[config.mk]
export PLATFORM = sky130hd
export DESIGN_NAME = pid_loop_and_pulse_counter
export DESIGN_NICKNAME = d
export VERILOG_FILES = /design/src/core/pid_pkg.sv /design/src/core/edge_counter.sv /design/src/core/pid_loop_and_pulse_counter.sv
export SDC_FILE = /design/constraint.sdc
export NUM_CORES = 2
export LEC_CHECK = 0
export BUFFER_PORTS_ARGS = -buffer_cell sky130_fd_sc_hd__buf_2
export CELL_PAD_IN_SITES_DETAIL_PLACEMENT = 2
export CELL_PAD_IN_SITES_GLOBAL_PLACEMENT = 2
export CORE_ASPECT_RATIO = 0.6
export CORE_MARGIN = 5
export CORE_UTILIZATION = 45
export CTS_CLUSTER_SIZE = 25
export DETAILED_ROUTE_END_ITERATION = 6
export GPL_TIMING_DRIVEN = 0
export PLACE_DENSITY_LB_ADDON = 0.1
export SYNTH_ARGS = -nofsm -noshare
export SYNTH_HDL_FRONTEND = slang
export SYNTH_SLANG_ARGS = --single-unit
[constraint.sdc]
create_clock -name clock_i -period 84.4 [get_ports clock_i]
set_input_delay 4.22 -clock clock_i [delete_from_list [all_inputs] [get_ports clock_i]]
set_output_delay 4.22 -clock clock_i [all_outputs]
set_load 0.05 [all_outputs]
[src/core/pid_pkg.sv]
// Constants, widths and enumerations shared by the process loop and edge counter.
// Assumes a single 100 MHz system clock and 12-bit converter codes.
package pid_pkg;
   localparam int NUM_LOOPS = 6;
   localparam int NUM_AIN = 8;
   localparam int NUM_AOUT = 8;
   localparam int CODE_W = 12;
   localparam int CHAN_W = 3;
   localparam int LOOP_W = 3;
   localparam int GAIN_W = 16;
   localparam int GAIN_FRAC = 8;
   localparam int ACC_W = 32;
   localparam int PERIOD_W = 16;
   localparam int COUNT_W = 32;
   localparam int MODE_W = 2;
   localparam int CLOCK_HZ = 100_000_000;
   localparam int MS_PER_S = 1000;
   localparam int TICK_CYCLES = CLOCK_HZ / MS_PER_S;
   localparam int TICK_W = 17;
   localparam logic [CODE_W-1:0] MID_CODE = 12'h800;
   localparam logic [CODE_W-1:0] MAX_CODE = 12'hfff;
   localparam logic [PERIOD_W-1:0] PERIOD_RESET = 16'h0019;
   localparam logic [MODE_W-1:0] MODE_OFF = 2'h0;
   localparam logic [MODE_W-1:0] MODE_RISE = 2'h1;
   localparam logic [MODE_W-1:0] MODE_FALL = 2'h3;
   typedef enum logic [2:0] {SEL_SETPOINT, SEL_KP, SEL_KI, SEL_KD, SEL_CLAMP, SEL_BAND, SEL_CHAN} cfg_sel_t;
endpackage

[src/core/edge_counter.sv]
// Edge counter on one synchronised digital input.
// Assumes the pin is asynchronous and mode writes are one-cycle strobes.
module edge_counter (
   input wire logic clock_i,
   input wire logic rst_i,
   input wire logic pin_i,
   input wire logic mode_we_i,
   input wire logic [pid_pkg::MODE_W-1:0] mode_i,
   output logic pin_level_o,
   output logic enabled_o,
   output logic [pid_pkg::COUNT_W-1:0] count_o
);
   logic meta_q, sync_q, prev_q;
   logic [pid_pkg::MODE_W-1:0] mode_q;
   wire rise = sync_q & ~prev_q;
   wire fall = ~sync_q & prev_q;
   wire hit = (mode_q == pid_pkg::MODE_RISE && rise) || (mode_q == pid_pkg::MODE_FALL && fall);
   // Two-stage synchroniser followed by the edge history flop.
   always_ff @(posedge clock_i or posedge rst_i) begin
      if (rst_i) begin
         meta_q <= 1'b0;
         sync_q <= 1'b0;
         prev_q <= 1'b0;
      end else begin
         meta_q <= pin_i;
         sync_q <= meta_q;
         prev_q <= sync_q;
      end
   end
   // Mode register and counter; a mode write clears the count.
   always_ff @(posedge clock_i or posedge rst_i) begin
      if (rst_i) begin
         mode_q <= pid_pkg::MODE_OFF;
         count_o <= '0;
         enabled_o <= 1'b0;
         pin_level_o <= 1'b0;
      end else begin
         pin_level_o <= sync_q;
         if (mode_we_i) begin
            mode_q <= mode_i;
            enabled_o <= (mode_i == pid_pkg::MODE_RISE) || (mode_i == pid_pkg::MODE_FALL);
            count_o <= '0;
         end else if (hit) begin
            count_o <= count_o + 1'b1;
         end
      end
   end
endmodule

[src/core/pid_loop_and_pulse_counter.sv]
// Six PID process loops sharing one arithmetic path, plus the edge counter.
// Assumes converter codes arrive on the system clock and the host writes
// one configuration word per strobe.
// What this block does
// - Six independent loops, own settings and state.
// - Error is setpoint minus sampled feedback.
// - PID filter result drives chosen output.
// - Output recomputed once per programmed milliseconds.
// - Errors inside deadband are ignored.
// - Enabled loop output centred at half scale.
// - Host sets ranges before enabling loops.
// - Host selects feedback and control channels.
// - Mode zero: plain input, no counting.
// - Mode one: rising edges, count cleared.
// - Mode minus one: falling edges, count cleared.
// - Status reads one when counting enabled.
// - Counted edges readable by host.
module pid_loop_and_pulse_counter (
   input wire logic clock_i,
   input wire logic rst_i,
   input wire logic cfg_we_i,
   input wire logic [pid_pkg::LOOP_W-1:0] cfg_loop_i,
   input wire logic [2:0] cfg_sel_i,
   input wire logic [pid_pkg::ACC_W-1:0] cfg_data_i,
   input wire logic [pid_pkg::NUM_LOOPS-1:0] loop_enable_i,
   input wire logic period_we_i,
   input wire logic [pid_pkg::PERIOD_W-1:0] loop_update_period_i,
   input wire logic [pid_pkg::NUM_AIN*pid_pkg::CODE_W-1:0] ain_codes_i,
   input wire logic counter_input_pin_i,
   input wire logic mode_we_i,
   input wire logic [pid_pkg::MODE_W-1:0] edge_counter_mode_i,
   output logic [pid_pkg::NUM_AOUT*pid_pkg::CODE_W-1:0] aout_codes_o,
   output logic [pid_pkg::NUM_AOUT-1:0] aout_we_o,
   output logic counter_pin_level_o,
   output logic edge_counter_enabled_o,
   output logic [pid_pkg::COUNT_W-1:0] edge_count_value_o
);
   localparam int N = pid_pkg::NUM_LOOPS;
   localparam int CW = pid_pkg::CODE_W;
   localparam int AW = pid_pkg::ACC_W;

   //--------------------------------------------------------------
   // Per-loop configuration and state
   //--------------------------------------------------------------
   logic [CW-1:0] loop_setpoint_q [N];
   logic [pid_pkg::GAIN_W-1:0] proportional_gain_q [N];
   logic [pid_pkg::GAIN_W-1:0] integral_gain_q [N];
   logic [pid_pkg::GAIN_W-1:0] derivative_gain_q [N];
   logic [AW-1:0] integrator_clamp_q [N];
   logic [CW-1:0] error_deadband_q [N];
   logic [pid_pkg::CHAN_W-1:0] feedback_input_select_q [N];
   logic [pid_pkg::CHAN_W-1:0] control_output_select_q [N];
   logic signed [AW-1:0] integ_q [N];
   logic signed [CW:0] prev_err_q [N];
   logic [pid_pkg::PERIOD_W-1:0] loop_update_period_q;
   logic [pid_pkg::TICK_W-1:0] tick_cnt_q;
   logic [pid_pkg::PERIOD_W-1:0] ms_cnt_q;
   logic busy_q;
   logic [pid_pkg::LOOP_W-1:0] idx_q;

   // Saturate a wide signed value into a symmetric limit.
   function automatic logic signed [AW-1:0] clamp(input logic signed [AW+1:0] v, input logic [AW-1:0] lim);
      logic signed [AW+1:0] l;
      l = $signed({2'b00, lim});
      if (v > l) clamp = l[AW-1:0];
      else if (v < -l) clamp = AW'(-l);
      else clamp = v[AW-1:0];
   endfunction

   //--------------------------------------------------------------
   // Millisecond tick and period scheduler
   //--------------------------------------------------------------
   wire ms_tick = (tick_cnt_q == pid_pkg::TICK_W'(pid_pkg::TICK_CYCLES - 1));
   wire period_done = ms_tick && (ms_cnt_q + 1'b1 >= loop_update_period_q);
   always_ff @(posedge clock_i or posedge rst_i) begin
      if (rst_i) begin
         tick_cnt_q <= '0;
         ms_cnt_q <= '0;
         loop_update_period_q <= pid_pkg::PERIOD_RESET;
      end else begin
         if (period_we_i) loop_update_period_q <= loop_update_period_i;
         tick_cnt_q <= ms_tick ? '0 : tick_cnt_q + 1'b1;
         if (ms_tick) ms_cnt_q <= period_done ? '0 : ms_cnt_q + 1'b1;
      end
   end

   //--------------------------------------------------------------
   // Shared arithmetic for the loop being serviced
   //--------------------------------------------------------------
   wire [CW-1:0] fb_code = ain_codes_i[feedback_input_select_q[idx_q]*CW +: CW];
   wire signed [CW:0] err_raw = $signed({1'b0, loop_setpoint_q[idx_q]}) - $signed({1'b0, fb_code});
   wire signed [CW:0] band = $signed({1'b0, error_deadband_q[idx_q]});
   wire signed [CW:0] err = (err_raw <= band && err_raw >= -band) ? '0 : err_raw;
   wire signed [AW+1:0] i_prod = err * $signed({1'b0, integral_gain_q[idx_q]});
   wire signed [AW-1:0] integ_d = clamp(integ_q[idx_q] + i_prod, integrator_clamp_q[idx_q]);
   wire signed [AW+1:0] p_prod = err * $signed({1'b0, proportional_gain_q[idx_q]});
   wire signed [AW+1:0] d_prod = (err - prev_err_q[idx_q]) * $signed({1'b0, derivative_gain_q[idx_q]});
   wire signed [AW+1:0] pid_sum = p_prod + d_prod + integ_d;
   wire signed [AW+1:0] out_wide = (pid_sum >>> pid_pkg::GAIN_FRAC) + $signed({1'b0, pid_pkg::MID_CODE});
   wire [CW-1:0] out_code = out_wide < 0 ? '0 :
      (out_wide > $signed({1'b0, pid_pkg::MAX_CODE})) ? pid_pkg::MAX_CODE : out_wide[CW-1:0];
   wire [pid_pkg::CHAN_W-1:0] out_chan = control_output_select_q[idx_q];

   //--------------------------------------------------------------
   // Sequencer: one loop per cycle after each period boundary
   //--------------------------------------------------------------
   always_ff @(posedge clock_i or posedge rst_i) begin
      if (rst_i) begin
         busy_q <= 1'b0;
         idx_q <= '0;
      end else if (period_done) begin
         busy_q <= 1'b1;
         idx_q <= '0;
      end else if (busy_q) begin
         busy_q <= (idx_q != pid_pkg::LOOP_W'(N - 1));
         idx_q <= idx_q + 1'b1;
      end
   end

   // Converter drive; a disabled loop leaves its output untouched.
   always_ff @(posedge clock_i or posedge rst_i) begin
      if (rst_i) begin
         aout_codes_o <= '0;
         aout_we_o <= '0;
      end else begin
         aout_we_o <= '0;
         if (busy_q && loop_enable_i[idx_q]) begin
            aout_codes_o[out_chan*CW +: CW] <= out_code;
            aout_we_o[out_chan] <= 1'b1;
         end
      end
   end

   // Loop state and host configuration writes.
   always_ff @(posedge clock_i or posedge rst_i) begin
      if (rst_i) begin
         for (int i = 0; i < N; i++) begin
            loop_setpoint_q[i] <= '0;
            proportional_gain_q[i] <= '0;
            integral_gain_q[i] <= '0;
            derivative_gain_q[i] <= '0;
            integrator_clamp_q[i] <= '0;
            error_deadband_q[i] <= '0;
            feedback_input_select_q[i] <= '0;
            control_output_select_q[i] <= '0;
            integ_q[i] <= '0;
            prev_err_q[i] <= '0;
         end
      end else begin
         if (busy_q) begin
            if (loop_enable_i[idx_q]) begin
               integ_q[idx_q] <= integ_d;
               prev_err_q[idx_q] <= err;
            end else begin
               integ_q[idx_q] <= '0;
               prev_err_q[idx_q] <= '0;
            end
         end
         if (cfg_we_i && cfg_loop_i < pid_pkg::LOOP_W'(N)) begin
            unique case (cfg_sel_i)
               pid_pkg::SEL_SETPOINT: loop_setpoint_q[cfg_loop_i] <= cfg_data_i[CW-1:0];
               pid_pkg::SEL_KP: proportional_gain_q[cfg_loop_i] <= cfg_data_i[pid_pkg::GAIN_W-1:0];
               pid_pkg::SEL_KI: integral_gain_q[cfg_loop_i] <= cfg_data_i[pid_pkg::GAIN_W-1:0];
               pid_pkg::SEL_KD: derivative_gain_q[cfg_loop_i] <= cfg_data_i[pid_pkg::GAIN_W-1:0];
               pid_pkg::SEL_CLAMP: integrator_clamp_q[cfg_loop_i] <= cfg_data_i;
               pid_pkg::SEL_BAND: error_deadband_q[cfg_loop_i] <= cfg_data_i[CW-1:0];
               pid_pkg::SEL_CHAN: begin
                  feedback_input_select_q[cfg_loop_i] <= cfg_data_i[pid_pkg::CHAN_W-1:0];
                  control_output_select_q[cfg_loop_i] <= cfg_data_i[2*pid_pkg::CHAN_W-1:pid_pkg::CHAN_W];
               end
               default: ;
            endcase
         end
      end
   end

   //--------------------------------------------------------------
   // Edge counter
   //--------------------------------------------------------------
   edge_counter counter_u (
      .clock_i(clock_i),
      .rst_i(rst_i),
      .pin_i(counter_input_pin_i),
      .mode_we_i(mode_we_i),
      .mode_i(edge_counter_mode_i),
      .pin_level_o(counter_pin_level_o),
      .enabled_o(edge_counter_enabled_o),
      .count_o(edge_count_value_o)
   );
endmodule

==> results summary <==
The flow ran to the end, but the final reports show violations. The checks that failed: capacitance limit, slew limit. The synthesized netlist cell count is 7884. The number of resized instances in the post-cts repair step came out at 0. Global routing used 16.1% of the available met3 tracks. In this run the tightest slew margin relative to its limit is -8.84%. The overall routing resource usage is 41.7%.

On the critical path, the stage with the largest delay is an instance of buf_1. The post-synthesis async set-or-reset flop share is 100%. The initial core utilization is 45.4%.

The net count after synthesis came out at 9072. The worst hold path passes through 0 cells. The quantity of I/O buffers inserted on ports came out at 298. The number of clock sinks came out at 1125. The worst hold path begins at counter_u.meta_q. The data arrival time of the worst path is 33.47 ns.

The final-report setup violation count came out at 0. The post-route DRC violation count came out at 0. The pin count of the biggest net entering global routing came out at 138.

In the global route stage, met2 resource usage came out at 59.3%. The cell depth of the worst setup path came out at 92. The die span in x is 554 um.

The count of final max-slew check failures is 141. After the first detailed-routing iteration, the DRC count stood at 7542. The first global-routing pass estimated 563000 um of wire. The net count of the finished layout is 9517. Wires add up to 394000 um.

The die is 336 um tall. The share of the Yosys chip area taken by registers is 35.3%. The area growth from synthesis to layout came out at 11.7%. After clock tree synthesis, the clock-pin slew on the worst setup and hold paths is 0.07 ns. The wire-length estimate of the detail-placed layout is 302000 um. TritonCTS built the clock tree. The worst setup path is captured at a flip-flop. The minimum period implied by the final worst setup slack is 32.86 ns. For the final database, setup skew stands at 0.111 ns. The required time at the endpoint of the critical path is 85.00 ns. The cell area that synthesis handed to floorplanning was 79800 um2.

The share of layout cells above drive strength 1 came out at 16.8%. Summing all placed instances gives a cell area of 84900 um2. Across all register-to-register paths, the minimum setup slack is 51.54 ns. The CTS buffer count came out at 110.

The smallest hold slack came out at 0.370 ns. The worst register-to-register path begins at idx_q[0]. The post-route fraction of the period consumed by the critical path is 38.9%.

Measured in cells, the most critical reg-to-reg path has a length of 92. After routing, the total negative slack on setup checks comes to 0 ns. After synthesis the netlist holds a flip-flop and latch count of 1125. Clock tree synthesis selected as its root buffer the cell clkbuf_16. For this run the aggregate overflow at the end of global routing stands at 0. The average size of a mapped cell is 10.1 um2. The pre-antenna-repair detailed-routing pass consisted of 5 iterations. Along the worst path, the maximum fanout reaches 10. The area taken by multi-input logic gates came out at 47000 um2.

The number of vias per cell after detailed routing is 6.44. The layer flagged by global routing as most heavily used is met2. At the end of routability-driven placement, the weighted congestion stood at 0.978.

For this run, the leading register cell type out of synthesis is dfrtp_1. The biggest area contributor in the post-synthesis netlist is dfrtp_1. STA classifies the critical path startpoint as a flip-flop.

The warning count from the yosys run is 0. For this run, global-route usage on met1 was measured as 58.1%. Once detail routing completed, the nets flagged for antenna violations numbered 0. The type of the most critical hold path is flip-flop to flip-flop. Together, buffers and inverters on the worst path number 24.

Broken down by cell family, the worst path's largest delay share belongs to buffers and inverters. The area share of the largest cell type after synthesis is 35.2%. For hold timing, the worst endpoint is counter_u.sync_q. The highest achievable clock rate is 30.4 MHz.

For the worst-skew pair, the clock arrives at the later sink with an insertion delay of 0.83 ns. The post-CTS setup-driven buffer insertion count came out at 0. The number of max-capacitance violations reported came out at 18.

The layout has 17904 filler cells. The most prevalent standard cell on the critical path is fa_1. The initial antenna violation count came out at 41.

The area of all placed cells without fillers is 89100 um2. The final hold violation count came to 0. In this design, the stage delay of the slowest critical-path cell is 1.05 ns. In this run the core area contains 119 standard-cell rows. The area of the core came out at 176000 um2. The total die area is 186000 um2. The routed wirelength normalized by instance count is 36.5 um. The count of different cell masters after synthesis is 100. Setup repair after global routing left no endpoint under its margin.

Counting flops with a built-in enable in the synthesized netlist gives 0. Yosys attributes the largest share of cell area to dfrtp_1 35%, fa_1 15%, mux2_2 10%, ha_1 6.8%, nand2_1 4.8%. The number of buffers added to fix hold violations after cts is 0. The endpoint of the most critical register-to-register path is aout_codes_o[53].

The buffer depth of the longest clock path came out at 3. The worst setup path category is flip-flop to flip-flop. At the pin with the least slew margin, the transition time is 1.63 ns. The via count of the first global-routing pass is 76095.

The detailed router placed 69646 vias in this run. The level count of the clock H-tree is 3. In this run the count of I/O pins placed on the die edge is 302. In the final layout, flip-flops and latches occupy 28200 um2.
-- routing by layer --
metal	part of all wire (%)	wire length, um
met5	0.043	168
met4	3.8	15100
met3	13	52400
met2	41	161000
met1	42	166000
-- worst max-delay path by stage --
stage,slack (ns),endpoint,start
2_1_floorplan,48.50,aout_codes_o[0],rst_i
3_3_place_gp,36.14,aout_codes_o[21],rst_i
3_5_place_dp,52.93,aout_codes_o[53],idx_q[1]
4_1_cts,52.52,aout_codes_o[44],idx_q[0]
5_1_grt,51.24,aout_codes_o[92],idx_q[1]
6_report,51.54,aout_codes_o[53],idx_q[0]
-- sequential cells by signal, indices dropped and copies added (netlist names), 2 cells and up --
signal	flops
integ_q	192
integrator_clamp_q	192
aout_codes_o	96
derivative_gain_q	96
integral_gain_q	96
proportional_gain_q	96
prev_err_q	78
error_deadband_q	72
loop_setpoint_q	72
counter_u.count_o	32
control_output_select_q	18
feedback_input_select_q	18
tick_cnt_q	17
loop_update_period_q	16
ms_cnt_q	16
aout_we_o	8
idx_q	3
counter_u.mode_q	2
-- layout by cell type (no fill, tap or decap), drive strengths merged, types with 24 or more instances in the layout --
cell	count
dfrtp	1122
or3	24
nand2	1016
buf	408
mux2i	182
a31oi	30
o22a	67
a221oi	35
o221ai	48
and3	81
nor2	500
mux2	756
inv	826
ha	432
clkbuf	525
fa	592
o31ai	24
diode	29
o22ai	73
nor2b	42
a21o	69
and2	57
nor3	60
a21oi	163
a22oi	65
o21ai	485
nand3	145
clkinv	31
xor2	79
nand2b	37
nand4	40
a221o	31
xnor2	94
-- final cells by class --
| type | count | area share [%] |
|---|---|---|
| repair buffers | 333 | 2.35 |
| clock buffers | 161 | 3.65 |
| clock inverters | 47 | 0.866 |
| well taps | 2359 | 3.31 |
| diodes | 29 | 0.0814 |
| plain buffers | 439 | 1.96 |
| multi-input cells | 5492 | 52.7 |
| inverters | 828 | 3.50 |
| flip-flops and latches | 1125 | 31.6 |
-- Yosys cell counts, drive strengths merged, types with 11 or more instances --
cell type and number:
dfrtp 1122, o211ai 13, xor2 79, o31ai 24, a211oi 22, a221o 31, a21oi 163, o221a 11
nand2b 37, o221ai 48, nor3 60, o22ai 73, o21ai 485, nor2b 42, and3 81, buf 78
nand4 40, nor2 500, mux2 756, a21o 69, a22oi 65, a221oi 35, o22a 67, xnor2 94
or3 24, a22o 18, mux2i 182, a31oi 30, nand2 1016, nand3 145, mux4 15, o21a 21
and2 57, a311oi 15, fa 592, or2 19, clkbuf 361, ha 432, inv 823
-- cell families (layout without fill, tap and decap cells) --
group,after synthesis,in the layout,share of synthesized area [%]
fa+ha+maj,1024,1024,21.6
flops,1125,1125,35.3
buf+inv,1267,1808,6.06
compound gates,1266,1266,10.4
simple gates,2076,2076,11.4
mux,953,953,13.4
other cells,0,29,0
xor+xnor,173,173,1.90
-- through the flow --
stage / setup slack [ns] / cells / utilization, %
final: 51.54 / 10813 / 50.7
after CTS: 52.52 / 10779 / 50.6
after floorplan: 48.50 / 7884 / -
after global placement: 36.14 / 10541 / 47.9
after detailed placement: 52.93 / 10571 / 48.3
after global routing: 51.24 / 10786 / 50.6
Power is not shown: default switching activity piles up to over one toggle a cycle in this logic, so the estimate is an artifact.
